===== config.mk =====
export PLATFORM = sky130hd
export DESIGN_NAME = pmi_top
export DESIGN_NICKNAME = d
export VERILOG_FILES = /design/src/include/pmi_pkg.sv /design/src/design/pmi_top.sv
export SDC_FILE = /design/constraint.sdc
export NUM_CORES = 1
export LEC_CHECK = 0
export ABC_AREA = 1
export BUFFER_PORTS_ARGS = -buffer_cell sky130_fd_sc_hd__buf_2
export CAP_MARGIN = 20
export CORE_UTILIZATION = 52
export CTS_CLUSTER_DIAMETER = 40
export CTS_CLUSTER_SIZE = 24
export DETAILED_ROUTE_END_ITERATION = 10
export PLACE_DENSITY = 0.75
export SLEW_MARGIN = 20
export SYNTH_ARGS = -nofsm -noshare
export SYNTH_HDL_FRONTEND = slang
export SYNTH_SLANG_ARGS = --single-unit
export TNS_END_PERCENT = 50

===== constraint.sdc =====
create_clock -name hclk -period 2.37 [get_ports hclk]
set_input_delay 0.3555 -clock hclk [delete_from_list [all_inputs] [get_ports hclk]]
set_output_delay 0.3555 -clock hclk [all_outputs]
set_load 0.01 [all_outputs]

===== src/include/pmi_pkg.sv =====
// Overview of operation
// - A rising write-command bit, with the link idle, sends the write word to the chosen PHY and then clears itself.
// - A rising read-command bit, with the link idle, reads a PHY word into the read-data register and then clears itself unless continuous scan is set.
// - The scan-address-increment bit advances the PHY address after each scan read, only while continuous scan is set.
// - An incrementing scan starts at the unit-select value, counts to 1Fh, then wraps back to the unit-select value.
// - While continuous scan is set, read cycles follow one another with no further software command.
// - In scan mode the done flag is set each time a PHY read completes.
// - A completed scan read leaves its word in the read-data register and its PHY address in the scan status field.
// - The preamble-suppress bit omits the preamble; when clear the normal 32-bit preamble is sent.
// - The low write byte gives bits 7 to 0 and the high write byte bits 15 to 8 of one 16-bit word.
// - The write word goes out serially on MDIO during a write cycle.
// - Each cycle addresses the register from register select and the PHY from unit select, or from the scan address during a scan.
// - Control and both write-data bytes reset to zero: no command, no scan, preamble on, divide by 4.
// - Unit select is a 5-bit field choosing one of 32 PHYs.
// - Register select is a 5-bit field choosing the register inside the PHY.
package pmi_pkg;

  // ----------------------------------------------------------------------
  // Register indexes (byte address is four times the index)
  // ----------------------------------------------------------------------
  localparam logic [7:0] IDX_CONTROL    = 8'h3B;
  localparam logic [7:0] IDX_WDATA_LOW  = 8'h3C;
  localparam logic [7:0] IDX_WDATA_HIGH = 8'h3D;
  localparam logic [7:0] IDX_REG_SELECT = 8'h3E;
  localparam logic [7:0] IDX_UNIT_SEL   = 8'h3F;
  localparam logic [7:0] IDX_READ_DATA  = 8'h50;
  localparam logic [7:0] IDX_SCAN_STAT  = 8'h51;
  localparam logic [7:0] IDX_INT_STATUS = 8'h52;
  localparam logic [7:0] IDX_INT_MASK   = 8'h53;

  // ----------------------------------------------------------------------
  // Control register fields and the done bit of the interrupt status register
  // ----------------------------------------------------------------------
  localparam int BIT_WRITE_CMD = 7;
  localparam int BIT_READ_CMD  = 6;
  localparam int BIT_SCAN_INC  = 5;
  localparam int BIT_SCAN      = 4;
  localparam int BIT_PRE_SUPP  = 3;
  localparam int BIT_DONE      = 0;

  // ----------------------------------------------------------------------
  // Reset values
  // ----------------------------------------------------------------------
  localparam logic [7:0] RST_CONTROL = 8'h00;
  localparam logic [7:0] RST_WDATA   = 8'h00;
  localparam logic [4:0] RST_SEL     = 5'h00;

  // ----------------------------------------------------------------------
  // Frame layout and timing counts
  // ----------------------------------------------------------------------
  localparam logic [6:0] FRAME_BITS    = 7'h40;
  localparam logic [6:0] PREAMBLE_BITS = 7'h20;
  localparam logic [6:0] TA_FIRST_BIT  = 7'h2E;
  localparam logic [6:0] DATA_FIRST    = 7'h30;
  localparam logic [4:0] LAST_PHY      = 5'h1F;
  localparam logic [1:0] OP_WRITE      = 2'h1;
  localparam logic [1:0] OP_READ       = 2'h2;
  localparam logic [1:0] START_CODE    = 2'h1;
  localparam logic [1:0] TA_WRITE      = 2'h2;

  typedef enum logic {PMI_IDLE, PMI_BUSY} pmi_state_t;

endpackage


===== src/design/pmi_top.sv =====
// Chosen here: register access over AHB-Lite.
`timescale 1ns/1ns
module pmi_top (
  input  wire logic        hclk,
  input  wire logic        hresetn,
  input  wire logic        clk_en,
  input  wire logic        hsel,
  input  wire logic [31:0] haddr,
  input  wire logic [1:0]  htrans,
  input  wire logic        hwrite,
  input  wire logic [2:0]  hsize,
  input  wire logic [31:0] hwdata,
  input  wire logic        hready,
  output logic      [31:0] hrdata,
  output logic             hreadyout,
  output logic             hresp,
  output logic             mdc,
  input  wire logic        mdio_in,
  output logic             mdio_out,
  output logic             mdio_oe,
  output logic             irq
);

  // ----------------------------------------------------------------------
  // Registers and state
  // ----------------------------------------------------------------------
  logic [7:0]  phy_mgmt_control;
  logic [7:0]  phy_write_data_low;
  logic [7:0]  phy_write_data_high;
  logic [4:0]  phy_register_select;
  logic [4:0]  phy_unit_select;
  logic [15:0] phy_read_word;
  logic [4:0]  mgmt_scan_status;
  logic [7:0]  int_status;
  logic [7:0]  int_mask;
  logic        wr_pend;
  logic [7:0]  wr_idx;
  logic        rd_sync1;
  logic        rd_sync2;
  logic [4:0]  div_cnt;
  logic        mdc_fall;
  logic        mdc_rise;
  pmi_pkg::pmi_state_t state;
  logic [63:0] frame;
  logic [6:0]  bit_idx;
  logic        cur_read;
  logic        cur_write;
  logic [4:0]  cur_phy;
  logic [4:0]  scan_addr;
  logic [15:0] shift_in;
  logic        done_evt;
  logic        start_wr;
  logic        start_rd;
  logic        start_scan;
  logic        start_scan_q;
  logic        we;
  logic        we_ctrl;
  logic        wr_rise;
  logic        rd_rise;
  logic [4:0]  next_scan_addr;

  // Half period of MDC in system clocks for each select code
  function automatic logic [4:0] half_div(input logic [2:0] sel);
    case (sel)
      3'h0, 3'h1: half_div = 5'h02;
      3'h2:       half_div = 5'h03;
      3'h3:       half_div = 5'h04;
      3'h4:       half_div = 5'h05;
      3'h5:       half_div = 5'h07;
      3'h6:       half_div = 5'h0A;
      3'h7:       half_div = 5'h0E;
      default:    half_div = 5'h02;
    endcase
  endfunction

  // ----------------------------------------------------------------------
  // AHB-Lite slave: zero wait state, always OKAY
  // ----------------------------------------------------------------------
  assign hreadyout = 1'b1;
  assign hresp     = 1'b0;

  // Capture the address phase of a write for use in its data phase
  always_ff @(posedge hclk or negedge hresetn) begin
    if (!hresetn) begin
      wr_pend <= 1'b0;
      wr_idx  <= 8'h00;
    end else if (clk_en) begin
      if (hready) begin
        wr_pend <= hsel & htrans[1] & hwrite;
        wr_idx  <= haddr[9:2];
      end
    end
  end

  assign we      = wr_pend & clk_en;
  assign we_ctrl = we && wr_idx == pmi_pkg::IDX_CONTROL;
  // A command counts only on a zero-to-one change while the link is idle
  assign wr_rise = we_ctrl & hwdata[pmi_pkg::BIT_WRITE_CMD]
                   & ~phy_mgmt_control[pmi_pkg::BIT_WRITE_CMD];
  assign rd_rise = we_ctrl & hwdata[pmi_pkg::BIT_READ_CMD]
                   & ~phy_mgmt_control[pmi_pkg::BIT_READ_CMD];

  // Read data is registered during the address phase
  always_ff @(posedge hclk or negedge hresetn) begin
    if (!hresetn) begin
      hrdata <= 32'h0000_0000;
    end else if (clk_en && hready && hsel && htrans[1] && !hwrite) begin
      case (haddr[9:2])
        pmi_pkg::IDX_CONTROL:    hrdata <= {24'h0, phy_mgmt_control};
        pmi_pkg::IDX_WDATA_LOW:  hrdata <= {24'h0, phy_write_data_low};
        pmi_pkg::IDX_WDATA_HIGH: hrdata <= {24'h0, phy_write_data_high};
        pmi_pkg::IDX_REG_SELECT: hrdata <= {27'h0, phy_register_select};
        pmi_pkg::IDX_UNIT_SEL:   hrdata <= {27'h0, phy_unit_select};
        pmi_pkg::IDX_READ_DATA:  hrdata <= {16'h0, phy_read_word};
        pmi_pkg::IDX_SCAN_STAT:  hrdata <= {24'h0,
                                  state == pmi_pkg::PMI_BUSY,
                                  2'h0, mgmt_scan_status};
        pmi_pkg::IDX_INT_STATUS: hrdata <= {24'h0, int_status};
        pmi_pkg::IDX_INT_MASK:   hrdata <= {24'h0, int_mask};
        default:                 hrdata <= 32'h0000_0000;
      endcase
    end
  end

  // Control register; command bits clear themselves when their frame ends, the read bit only while scan is clear
  always_ff @(posedge hclk or negedge hresetn) begin
    if (!hresetn) begin
      phy_mgmt_control <= pmi_pkg::RST_CONTROL;
    end else if (clk_en) begin
      if (we_ctrl) begin
        phy_mgmt_control[5:0] <= hwdata[5:0];
        // Busy link: the edge is dropped and the bit reads back zero
        phy_mgmt_control[pmi_pkg::BIT_WRITE_CMD] <=
          phy_mgmt_control[pmi_pkg::BIT_WRITE_CMD]
          | (wr_rise & state == pmi_pkg::PMI_IDLE);
        phy_mgmt_control[pmi_pkg::BIT_READ_CMD] <=
          phy_mgmt_control[pmi_pkg::BIT_READ_CMD]
          | (rd_rise & state == pmi_pkg::PMI_IDLE);
      end
      if (done_evt && cur_write)
        phy_mgmt_control[pmi_pkg::BIT_WRITE_CMD] <= 1'b0;
      if (done_evt && cur_read && !start_scan_q)
        phy_mgmt_control[pmi_pkg::BIT_READ_CMD] <= 1'b0;
    end
  end

  // Plain data registers
  always_ff @(posedge hclk or negedge hresetn) begin
    if (!hresetn) begin
      phy_write_data_low  <= pmi_pkg::RST_WDATA;
      phy_write_data_high <= pmi_pkg::RST_WDATA;
      phy_register_select <= pmi_pkg::RST_SEL;
      phy_unit_select     <= pmi_pkg::RST_SEL;
      int_mask            <= 8'h00;
    end else if (we) begin
      case (wr_idx)
        pmi_pkg::IDX_WDATA_LOW:  phy_write_data_low  <= hwdata[7:0];
        pmi_pkg::IDX_WDATA_HIGH: phy_write_data_high <= hwdata[7:0];
        pmi_pkg::IDX_REG_SELECT: phy_register_select <= hwdata[4:0];
        pmi_pkg::IDX_UNIT_SEL:   phy_unit_select     <= hwdata[4:0];
        pmi_pkg::IDX_INT_MASK:   int_mask            <= hwdata[7:0];
        default: ;
      endcase
    end
  end

  // Sticky status, write one to clear; a new event wins over the clear
  always_ff @(posedge hclk or negedge hresetn) begin
    if (!hresetn) begin
      int_status <= 8'h00;
    end else if (clk_en) begin
      if (we && wr_idx == pmi_pkg::IDX_INT_STATUS)
        int_status <= int_status & ~hwdata[7:0];
      if (done_evt)
        int_status[pmi_pkg::BIT_DONE] <= 1'b1;
    end
  end

  assign irq = |(int_status & int_mask);

  // ----------------------------------------------------------------------
  // MDIO input synchroniser
  // ----------------------------------------------------------------------
  always_ff @(posedge hclk or negedge hresetn) begin
    if (!hresetn) begin
      rd_sync1 <= 1'b0;
      rd_sync2 <= 1'b0;
    end else if (clk_en) begin
      rd_sync1 <= mdio_in;
      rd_sync2 <= rd_sync1;
    end
  end

  // ----------------------------------------------------------------------
  // MDC divider; free running so edges stay evenly spaced
  // ----------------------------------------------------------------------
  always_ff @(posedge hclk or negedge hresetn) begin
    if (!hresetn) begin
      div_cnt <= 5'h00;
      mdc     <= 1'b0;
    end else if (clk_en) begin
      if (div_cnt >= half_div(phy_mgmt_control[2:0]) - 5'h01) begin
        div_cnt <= 5'h00;
        mdc     <= ~mdc;
      end else begin
        div_cnt <= div_cnt + 5'h01;
      end
    end
  end

  assign mdc_fall = clk_en & mdc
                    & (div_cnt >= half_div(phy_mgmt_control[2:0]) - 5'h01);
  assign mdc_rise = clk_en & ~mdc
                    & (div_cnt >= half_div(phy_mgmt_control[2:0]) - 5'h01);

  // ----------------------------------------------------------------------
  // Frame sequencer
  // ----------------------------------------------------------------------
  assign start_scan_q = phy_mgmt_control[pmi_pkg::BIT_SCAN];
  // Priority at idle: pending write, then read, then scan
  assign start_wr   = state == pmi_pkg::PMI_IDLE
                      & phy_mgmt_control[pmi_pkg::BIT_WRITE_CMD];
  assign start_rd   = state == pmi_pkg::PMI_IDLE & ~start_wr
                      & phy_mgmt_control[pmi_pkg::BIT_READ_CMD];
  assign start_scan = state == pmi_pkg::PMI_IDLE & ~start_wr & ~start_rd
                      & start_scan_q;
  assign done_evt   = state == pmi_pkg::PMI_BUSY & mdc_fall
                      & bit_idx == pmi_pkg::FRAME_BITS;

  always_ff @(posedge hclk or negedge hresetn) begin
    if (!hresetn) begin
      state     <= pmi_pkg::PMI_IDLE;
      frame     <= 64'h0;
      bit_idx   <= 7'h00;
      cur_read  <= 1'b0;
      cur_write <= 1'b0;
      cur_phy   <= 5'h00;
      mdio_out  <= 1'b1;
      mdio_oe   <= 1'b0;
    end else if (clk_en) begin
      case (state)
        pmi_pkg::PMI_IDLE: begin
          mdio_oe <= 1'b0;
          if (start_wr || start_rd || start_scan) begin
            state     <= pmi_pkg::PMI_BUSY;
            cur_write <= start_wr;
            cur_read  <= ~start_wr;
            cur_phy   <= start_scan ? scan_addr : phy_unit_select;
            frame <= {32'hFFFF_FFFF, pmi_pkg::START_CODE,
                      start_wr ? pmi_pkg::OP_WRITE : pmi_pkg::OP_READ,
                      start_scan ? scan_addr : phy_unit_select,
                      phy_register_select, pmi_pkg::TA_WRITE,
                      phy_write_data_high, phy_write_data_low};
            // Suppressed preamble starts straight at the start code
            bit_idx <= phy_mgmt_control[pmi_pkg::BIT_PRE_SUPP]
                       ? pmi_pkg::PREAMBLE_BITS : 7'h00;
          end
        end
        pmi_pkg::PMI_BUSY: begin
          if (mdc_fall) begin
            if (bit_idx == pmi_pkg::FRAME_BITS) begin
              state    <= pmi_pkg::PMI_IDLE;
              mdio_oe  <= 1'b0;
              mdio_out <= 1'b1;
            end else begin
              // Data changes on falling MDC, stable for the rising edge
              mdio_out <= frame[6'(7'h3F - bit_idx)];
              mdio_oe  <= cur_write | bit_idx < pmi_pkg::TA_FIRST_BIT;
              bit_idx  <= bit_idx + 7'h01;
            end
          end
        end
        default: state <= pmi_pkg::PMI_IDLE;
      endcase
    end
  end

  // Read data sampled on rising MDC during the data bits
  always_ff @(posedge hclk or negedge hresetn) begin
    if (!hresetn) begin
      shift_in <= 16'h0000;
    end else if (mdc_rise && state == pmi_pkg::PMI_BUSY && cur_read
                 && bit_idx > pmi_pkg::DATA_FIRST) begin
      shift_in <= {shift_in[14:0], rd_sync2};
    end
  end

  // Completed read: word and source address are held for software
  always_ff @(posedge hclk or negedge hresetn) begin
    if (!hresetn) begin
      phy_read_word    <= 16'h0000;
      mgmt_scan_status <= 5'h00;
    end else if (done_evt && cur_read) begin
      phy_read_word    <= shift_in;
      mgmt_scan_status <= cur_phy;
    end
  end

  // ----------------------------------------------------------------------
  // Scan address walk
  // ----------------------------------------------------------------------
  always_comb begin
    next_scan_addr = scan_addr;
    if (!start_scan_q) begin
      next_scan_addr = phy_unit_select;
    end else if (done_evt && cur_read) begin
      if (!phy_mgmt_control[pmi_pkg::BIT_SCAN_INC])
        next_scan_addr = phy_unit_select;
      else if (cur_phy == pmi_pkg::LAST_PHY)
        next_scan_addr = phy_unit_select;
      else
        next_scan_addr = cur_phy + 5'h01;
    end
  end

  always_ff @(posedge hclk or negedge hresetn) begin
    if (!hresetn) begin
      scan_addr <= 5'h00;
    end else if (clk_en) begin
      scan_addr <= next_scan_addr;
    end
  end

endmodule


Word-level counts from Yosys, hierarchy flattened
Memories as Yosys holds them, arrays and structs flattened.
Index checks and enable logic that the tools add are counted.
{"block": "op_classes", "n_addsub": 7, "magnitude_cmp": 6, "n_eq_ne": 22, "muxes": 29, "bitwise": 32, "n_reduce_logical": 37}
{"operator": "one-hot mux 16 bit (9 select lines)", "count": 1}
{"operator": "equality test 8 x 6 -> 1 bit, second input constant", "count": 10}
{"operator": "equality test 8 x 7 -> 1 bit, second input constant", "count": 6}
{"operator": "2-to-1 mux 5 bit", "count": 7}
{"operator": "AND reduction 2 bit", "count": 14}
{"operator": "2-to-1 mux 7 bit", "count": 3}
{"operator": "bitwise AND 1 bit", "count": 20}
{"operator": "bitwise AND 8 bit", "count": 2}
{"operator": ">= comparator 5 bit", "count": 3}
{"operator": "subtractor 5 x 1 -> 5 bit, second input constant", "count": 3}
{"operator": "one-hot mux 7 bit (2 select lines)", "count": 1}
{"operator": "logical AND 1 bit", "count": 12}
{"operator": "2-to-1 mux 1 bit", "count": 11}
{"operator": "adder 5 x 1 -> 5 bit, second input constant", "count": 2}
{"operator": "2-to-1 mux 8 bit", "count": 1}
{"operator": "NOT 8 bit", "count": 1}
{"operator": "OR reduction 8 bit", "count": 1}
{"operator": "adder 7 x 1 -> 7 bit, second input constant", "count": 1}
{"operator": "equality test 7 bit, second input constant", "count": 1}
{"operator": "greater-than comparator 7 x 6 -> 1 bit, second input constant", "count": 1}
{"operator": "< comparator 6 x 7 -> 1 bit, second input constant", "count": 1}
{"operator": "< comparator 7 x 6 -> 1 bit, second input constant", "count": 1}
{"operator": "binary-select mux 1 bit (select 6 bit)", "count": 1}
{"operator": "2-to-1 mux 6 bit", "count": 1}
{"operator": "13 further kinds", "count": 28}
{"block": "word_totals", "reg_bits": 188, "romBits": 96, "out_inout_bits": 38, "wordCells": 165, "n_memories": 3}
{"memory": "(no name shown)", "depth": 8, "word_bits": 4, "rd": 1, "rd_ports_with_merged_regs": 0, "wr": 0, "line_no": "pmi_top.sv:64", "text": "case (sel)"}
{"memory": "(no name shown)", "depth": 8, "word_bits": 4, "rd": 1, "rd_ports_with_merged_regs": 0, "wr": 0, "line_no": "pmi_top.sv:64"}
{"memory": "(no name shown)", "depth": 8, "word_bits": 4, "rd": 1, "rd_ports_with_merged_regs": 0, "wr": 0, "line_no": "pmi_top.sv:64"}

Depth between registers and ports, before layout
Gate-level depths: netlist of run 1.
{"block": "depth", "depth_word": 11, "mapped_depth": 17, "depth_no_buf": 16}

Least setup slack after synthesis of run 1
Ideal clock, no wire load.
{"block": "synth_path", "kind": "register to register", "start": "register phy_mgmt_control[1]", "end": "register phy_read_word[6]", "setup_time_ns": 0.118, "t_arrival_ns": 2.301, "path_slack_ns": -0.049, "path_stages_with_launch": 17, "cell_sequence": "dfrtp_1 or2_2 nand3_1 ha_1 nand2_1 ha_1 nand2_1 nor2_1 o21ai_1 nand3_2 nand2_2 nor2_4 nand3_2 buf_6 buf_6 nand2_1 o21ai_2"}
{"block": "synth_via", "elab_chain_len": 7}
{"element": "start: declaration", "line_no": "pmi_top.sv:27", "text": "logic [7:0] phy_mgmt_control;"}
{"element": "start signal: assignment", "line_no": "pmi_top.sv:128", "text": "phy_mgmt_control <= pmi_pkg::RST_CONTROL;"}
{"element": "start signal: assignment", "line_no": "pmi_top.sv:131", "text": "phy_mgmt_control[5:0] <= hwdata[5:0];"}
{"element": "start signal: indexed assignment", "line_no": "pmi_top.sv:133", "text": "phy_mgmt_control[pmi_pkg::BIT_WRITE_CMD] <="}
{"element": "memory (8 x 4 bit)"}
{"element": "subtractor 5 x 1 -> 5 bit", "line_no": "pmi_top.sv:212", "text": "& (div_cnt >= half_div(phy_mgmt_control[2:0]) - 5'h01);"}
{"element": ">= comparator 5 bit", "line_no": "pmi_top.sv:212"}
{"element": "bitwise AND 1 bit", "line_no": "pmi_top.sv:212"}
{"element": "bitwise AND 1 bit", "line_no": "pmi_top.sv:227", "text": "assign done_evt = state == pmi_pkg::PMI_BUSY & mdc_fall"}
{"element": "bitwise AND 1 bit", "line_no": "pmi_top.sv:228", "text": "& bit_idx == pmi_pkg::FRAME_BITS;"}
{"element": "logical AND 1 bit", "line_no": "pmi_top.sv:293", "text": "end else if (done_evt && cur_read) begin"}
{"element": "end signal: assignment", "line_no": "pmi_top.sv:294", "text": "phy_read_word <= shift_in;"}
{"element": "end: declaration", "line_no": "pmi_top.sv:32", "text": "logic [15:0] phy_read_word;"}
No other way between the ends.
A chain may end at the register's enable or synchronous reset.

Worst setup path after layout of run 1
{"block": "layout_path", "start": "register phy_mgmt_control[1]", "end": "register phy_read_word[13]"}
Same word-level chain as after synthesis.

==> results of run 1 <==
cell type report:
type                            count  area, um2
Clock inverter                     14        121
Fill cell                        1255       5550
Multi-Input combinational cell    695       3610
Inverter                          107        407
Timing Repair Buffer               90        736
Sequential cell                   164       4110
Clock buffer                       18        429
Tap cell                          188        235
worst max-delay path: stages, from the launching register on:
cell,delay [ns]
dfrtp_2,0.46
nor2_1,0.06
nor2_1,0.16
nor2_2,0.07
ha_4,0.17
xnor2_2,0.12
ha_1,0.29
nand2_1,0.05
nor2_1,0.08
o21ai_1,0.09
nand3_2,0.13
buf_6,0.12
nand2_4,0.05
nor2_4,0.11
nand3_4,0.17
inv_4,0.14
buf_8,0.14
nand2_2,0.06
o21ai_1,0.10
cells by family (layout without fill, tap and decap cells):
logic type | count (synthesis) | count (layout) | share of synthesized area (%)
xor+xnor | 8 | 8 | 0.867
simple gates | 483 | 483 | 25.5
flops | 164 | 164 | 50.8
mux | 3 | 3 | 0.402
fa+ha+maj | 11 | 11 | 1.70
other cells | 2 | 18 | 0.0929
compound gates | 172 | 172 | 11.7
buf+inv | 156 | 229 | 9.02
timing repair:
action | CTS | global route
setup endpoints to repair | 52 | 57
hold buffers | 1 | 0
resized for setup | 42 | 48
gates cloned | 3 | 1
setup buffers | 4 | 1
endpoints found under the hold margin | 48 | 0
pin swaps | 11 | 4
through the flow:
step / hold WS, ns / area (um2) / TNS (ns)
6_report: 0.111 / 9650 / -10.78
5_1_grt: 0.108 / 9650 / -18.53
4_1_cts: 0.100 / 9470 / -7.49
3_5_place_dp: 0.353 / 8640 / -8.89
3_3_place_gp: 0.344 / 8640 / -5.58
2_1_floorplan: 0.0599 / 8200 / -0.133
power by group through the flow:
stage | clock (mW) | sequential (mW) | combinational, mW
5_1_grt | 2.74 | 3.44 | 2.15
6_report | 2.60 | 3.41 | 1.93
3_5_place_dp | 0 | 3.40 | 1.59
2_1_floorplan | 0 | 3.35 | 1.09
3_3_place_gp | 0 | 3.39 | 1.55
4_1_cts | 2.62 | 3.36 | 1.76
sequential cells by signal, summed over array words and instances, names as in the netlist, 7 cells and up:
signal,cells
phy_read_word,16
hrdata,16
int_mask,8
bit_idx,7
phy_write_data_high,8
shift_in,16
phy_mgmt_control,8
int_status,8
frame,25
wr_idx,8
phy_write_data_low,8
synthesized netlist by cell type (3+ instances only):
cell type,count
nand2_1,296
dfrtp_1,163
o21ai_0,107
inv_1,103
nand3_1,94
nor2_1,59
a21oi_1,26
buf_4,25
buf_2,13
o21ai_2,13
ha_1,11
o21ai_1,10
nand4_1,8
nor3_1,8
clkbuf_1,7
xor2_1,7
o22ai_1,6
a21boi_0,4
or2_2,4
buf_6,3
inv_2,3
layer usage:
layer / global-route usage, % / part of all wire (%)
met1: 37.8 / 44
met2: 43.4 / 48
met4: 10.6 / 2.3
met3: 4.72 / 6.3
met5: 0 / 0
path summary, 6_finish.rpt:
check / from / end / slack (ns) / cells past startpoint
setup / recovery: phy_mgmt_control[1]$_DFFE_PN0P_ / phy_read_word[13]$_DFFE_PN0P_ / -0.29 / 18
hold / removal: hwdata[5] / int_status[5]$_DFFE_PN0P_ / 0.11 / 2
setup reg to reg: phy_mgmt_control[1]$_DFFE_PN0P_ / phy_read_word[13]$_DFFE_PN0P_ / -0.29 / 18
hold reg to reg: rd_sync1$_DFFE_PN0P_ / rd_sync1$_DFFE_PN0P_ / 0.47 / 2
max in group asynchronous: hresetn / hrdata[3]$_DFFE_PN0P_ / 1.24 / 3
min in group asynchronous: hresetn / bit_idx[6]$_DFFE_PN0P_ / 0.46 / 2
==> results.py, run 1 <==
metrics = {
    "pwr": {
        "p_leak_nw": 4.88,
        "p_sw_mw": 2.69,
        "p_int_mw": 5.24,
        "seqPwrFrac_pct": 42.9,
        "p_sw_share_pct": 33.9,
        "combPwrFrac_pct": 24.3,
        "max-vdd-ir-drop_uv": 610,
        "power_frac_clock_pct": 32.8,
        "power_mw": 7.94,
        "p_per_area_mw_per_mm2": 823,
    },
    "hold_path": {
        "worst_hold_path_type": "in -> reg",
    },
    "synthesis": {
        "synth_top_cell_by_area": "dfrtp_1",
        "ys_seq_elements": 164,
        "yosys.area.top_type_share_pct": 50.5,
        "synthArstFlopShare_pct": 100,
        "synth_edf_count": 0,
        "synth-main-ff-cell": "dfrtp_1",
        "synth-seq-area-share_pct": 50.8,
        "syn_avg_cell_area_um2": 8.09,
        "synth.area.top_cells": "dfrtp_1 50%, nand2_1 14%, o21ai_0 6.6%",
        "yosysWarnings": 0,
        "syn_inst": 999,
        "yosys.cell_types.count": 43,
        "mappedNetlistArea_mm2": 0.00808,
    },
    "finish": {
        "final_nets": 1162,
        "antenna_cells": 0,
        "layout_common_cells": "268 x nand2_1, 160 x dfrtp_1, 101 x inv_1",
        "final_common_cell": "nand2_1",
        "final_util_pct": 63.5,
        "final_layout_size_suffix_gt1_share_pct": 20.1,
        "syn_to_final_growth_pct": 19.4,
        "finalNonFillerCells": 1276,
    },
    "worst_setup_path": {
        "critical_path.max_fanout": 7,
        "critPathKind": "reg -> reg",
        "worst_setup_path_end_kind": "register",
        "startpoint_type": "register",
        "critPathArrivalTime_ns": 3.00,
        "worstPathRequired_ns": 2.72,
    },
    "floorplanning": {
        "die_y_um": 127,
        "core-area_mm2": 0.0152,
        "start_util_pct": 53.2,
        "die_area_mm2": 0.0160,
        "num_io_pins": 114,
        "core.rowCount": 45,
        "fp.dieW_um": 127,
    },
    "placement": {
        "dp.cells": 1234,
        "dp_hpwl_um": 14100,
        "post-place-ws_ns": -0.255,
        "port-buffer-count": 43,
        "routabilityCongestion": 0.909,
    },
    "drt": {
        "routed_via_density": 5.51,
        "dr.pass1.iters": 5,
        "dr.first_iter.drc_count": 649,
        "totalWireLength_um": 20900,
        "drc": 0,
        "wire_per_inst_um": 16.4,
        "drt.antenna.violating_nets": 0,
        "via_count": 7032,
    },
    "sta": {
        "max_freq_ghz": 0.377,
        "finClkSkew_ns": 0.0119,
        "relSlewSlack_pct": 60.6,
        "finalHoldViolCount": 0,
        "tightest_slew_ns": 0.588,
        "setup_violations": 54,
        "fin_crit_ns": 2.66,
        "min_period_over_period_pct": 112,
        "slew_viol_final": 0,
        "fin_ws_ns": -0.286,
        "rsz0062_at_grt": "true",
    },
    "grt": {
        "grt_pass1_vias": 6417,
        "grt_pass1_wl_um": 33600,
        "gr-total-overflow": 0,
        "grt_max_degree": 53,
        "antenna_found_initial": 0,
        "globalRouteTotalUtil_pct": 27.4,
    },
    "outcome": {
        "outcome": "complete, but fails checks",
        "violations": "setup timing",
    },
    "cts": {
        "htree_levels": 4,
        "cts_sinks": 164,
        "cts_buffers": 17,
        "path_clk_slew_ns": 0.07,
        "cts_tree": "yes",
        "cts-root-buf": "clkbuf_16",
        "cts_buffer_depth": 2,
        "worstSkewPairLatency_ns": 0.43,
    },
    "job": {
        "max-cap-violations": 0,
    },
}
(Power assumes the default switching activity.)
==> run 2, diff against run 1 <==
Settings changed: CTS_CLUSTER_SIZE 24 to 25, RECOVER_POWER from default to 50.
==> run 2 against run 1 <==
The run still ends with setup timing left. Routed wire length is 0.20% lower. Cell count stayed put. Clock power hardly changed. Sequential share of layout area is 0.12 points higher. Cell area is 0.29% lower. First-iteration DRC count is 2.0% higher. Global-route usage stayed put. Die area stayed put. Power hardly changed. Clock-buffer cell count stayed put. Clock skew hardly changed. Non-clock buffer count stayed put. Critical path type unchanged. Largest power group unchanged.
==> results.py, run 2 (synthesized netlist as in run 1, its figures left out) <==
metrics = {
    "grt": {
        "gr-total-overflow": 0,
        "antenna_found_initial": 0,
        "grt_pass1_vias": 6417,
        "grt_max_degree": 53,
        "globalRouteTotalUtil_pct": 27.4,
        "grt_pass1_wl_um": 33600,
    },
    "sta": {
        "setup_tns_ns": -10.84,
        "max_freq_ghz": 0.376,
        "rsz0062_at_grt": "true",
        "finalHoldViolCount": 0,
        "slew_viol_final": 0,
        "setup_violations": 54,
        "finClkSkew_ns": 0.0118,
        "fin_crit_ns": 2.66,
        "tightest_slew_ns": 1.33,
        "fin_ws_ns": -0.289,
        "relSlewSlack_pct": 11.1,
        "holdWs_ns": 0.110,
        "min_period_over_period_pct": 112,
    },
    "finish": {
        "final-seq-area_mm2": 0.00411,
        "final_nets": 1162,
        "syn_to_final_growth_pct": 19.0,
        "fillers": 1258,
        "regMostFlops": "frame",
        "final_layout_size_suffix_gt1_share_pct": 20.1,
        "antenna_cells": 0,
        "multi_input_area_mm2": 0.00361,
        "final_common_cell": "nand2_1",
        "largest_register_ffs": 25,
        "layout_common_cells": "268 x nand2_1, 160 x dfrtp_1, 101 x inv_1",
        "finalNonFillerCells": 1276,
    },
    "outcome": {
        "violations": "setup timing",
        "outcome": "complete, but fails checks",
    },
    "cts": {
        "cts_sinks": 164,
        "worstSkewPairLatency_ns": 0.43,
        "cts_tree": "yes",
        "cts_buffer_depth": 2,
        "path_clk_slew_ns": 0.07,
        "cts_buffers": 17,
        "cts-root-buf": "clkbuf_16",
        "htree_levels": 4,
    },
    "drt": {
        "wire_per_inst_um": 16.3,
        "via_count": 6962,
        "dr.pass1.iters": 6,
        "drt.antenna.violating_nets": 0,
        "dr.first_iter.drc_count": 662,
        "drc": 0,
        "routed_via_density": 5.46,
        "totalWireLength_um": 20800,
    },
    "worst_setup_path": {
        "worst_setup_path_end_kind": "register",
        "cpPeakStageDelay_ns": 0.46,
        "worstPathRequired_ns": 2.72,
        "r2r_setup_slack_ns": -0.29,
        "reg2reg_from": "phy_mgmt_control[1]$_DFFE_PN0P_",
        "reg2regPathDepth": 18,
        "critPathKind": "reg -> reg",
        "cpMaxStageDelayCell": "dfrtp_2",
        "startpoint_type": "register",
        "path_cells": "nor2_1, nor2_1, nor2_2, ha_4, xnor2_2, ha_1, nand2_1, nor2_1, o21ai_1, nand3_2, buf_6, nand2_4, nor2_4, nand3_4, inv_4, buf_8, nand2_2, o21ai_1",
        "critical_path.max_fanout": 7,
        "crit_top_cell": "nor2_1",
        "reg2reg_to": "phy_read_word[13]$_DFFE_PN0P_",
        "critPathArrivalTime_ns": 3.01,
    },
    "placement": {
        "dp_hpwl_um": 14100,
        "routabilityCongestion": 0.909,
        "port-buffer-count": 43,
        "dp.cells": 1234,
    },
    "floorplanning": {
        "die_area_mm2": 0.0160,
        "core-area_mm2": 0.0152,
        "die_y_um": 127,
        "start_util_pct": 53.2,
        "core.rowCount": 45,
        "fp.dieW_um": 127,
        "num_io_pins": 114,
    },
    "pwr": {
        "max-vdd-ir-drop_uv": 611,
        "p_per_area_mw_per_mm2": 824,
        "p_leak_nw": 4.87,
    },
    "hold_path": {
        "hold_depth": 2,
        "min_from": "hwdata[5]",
        "worst_hold_path_type": "in -> reg",
        "whs_endpoint": "int_status[5]$_DFFE_PN0P_",
    },
    "job": {
        "max-cap-violations": 0,
    },
}
## run 2: cell types whose count changed in the layout (fill, tap and decap cells not counted), sizes merged
cell / previous run / this run
buf: 88 / 87
clkbuf: 19 / 20
## run 2: area by class of cell
class	count	area share [%]
well taps	188	2.44
repair buffers	90	7.36
flip-flops and latches	164	42.7
clock inverters	14	1.26
multi-input cells	695	37.5
inverters	107	4.23
clock buffers	18	4.46
## run 2: worst max-delay path by stage
stage,startpoint,end,slack (ns),cells past startpoint
3_5_place_dp,phy_mgmt_control[1]$_DFFE_PN0P_,mgmt_scan_status[2]$_DFFE_PN0P_,-0.26,15
4_1_cts,phy_mgmt_control[1]$_DFFE_PN0P_,phy_read_word[8]$_DFFE_PN0P_,-0.20,16
3_3_place_gp,phy_mgmt_control[1]$_DFFE_PN0P_,mgmt_scan_status[1]$_DFFE_PN0P_,-0.17,15
2_1_floorplan,phy_mgmt_control[1]$_DFFE_PN0P_,phy_read_word[10]$_DFFE_PN0P_,-0.01,16
5_1_grt,phy_mgmt_control[1]$_DFFE_PN0P_,phy_read_word[13]$_DFFE_PN0P_,-0.40,18
6_report,phy_mgmt_control[1]$_DFFE_PN0P_,phy_read_word[13]$_DFFE_PN0P_,-0.29,18
## run 2: critical path: cells and delay by family, from the launching register on
family | cells | cell delay (ns)
XOR/XNOR | 1 | 0.12
flip-flops | 1 | 0.46
buffers and inverters | 3 | 0.40
AND/OR/NAND/NOR | 10 | 0.94
AO/OA/AOI/OAI | 2 | 0.19
adder cells (fa/ha/maj) | 2 | 0.46
## run 2: routing by layer
metal	part of all wire [%]	vias to the layer above	GRT usage (%)	wire length, um
met1	43	3316	37.8	9060
met3	6.6	33	4.72	1370
met2	48	268	43.4	9960
met5	0	-	0	0
met4	2.2	0	10.6	449
li1	-	3345	-	-
## run 2: timing repair
action | in CTS | in global routing
setup endpoints to repair | 52 | 57
pin swaps | 11 | 4
cloned | 3 | 1
buffers inserted | 4 | 1
gates resized for setup | 42 | 48
hold buffers | 1 | 0
endpoints found under the hold margin | 48 | 0
## run 2: metrics by stage
step	area [um2]	power, mW	setup WS, ns	utilization, %
2_1_floorplan	8200	4.44	-0.0118	-
3_3_place_gp	8640	4.95	-0.171	56.8
3_5_place_dp	8640	4.99	-0.255	56.8
4_1_cts	9470	7.74	-0.200	62.3
5_1_grt	9620	8.32	-0.402	63.3
6_report	9620	7.93	-0.289	63.3
## run 2: report_power, final
part,total [mW],internal [mW],switching [mW],leakage (nW)
Sequential,3.41,3.12,0.282,2.16
Clock,2.60,1.37,1.23,0.266
Combinational,1.92,0.741,1.18,2.44
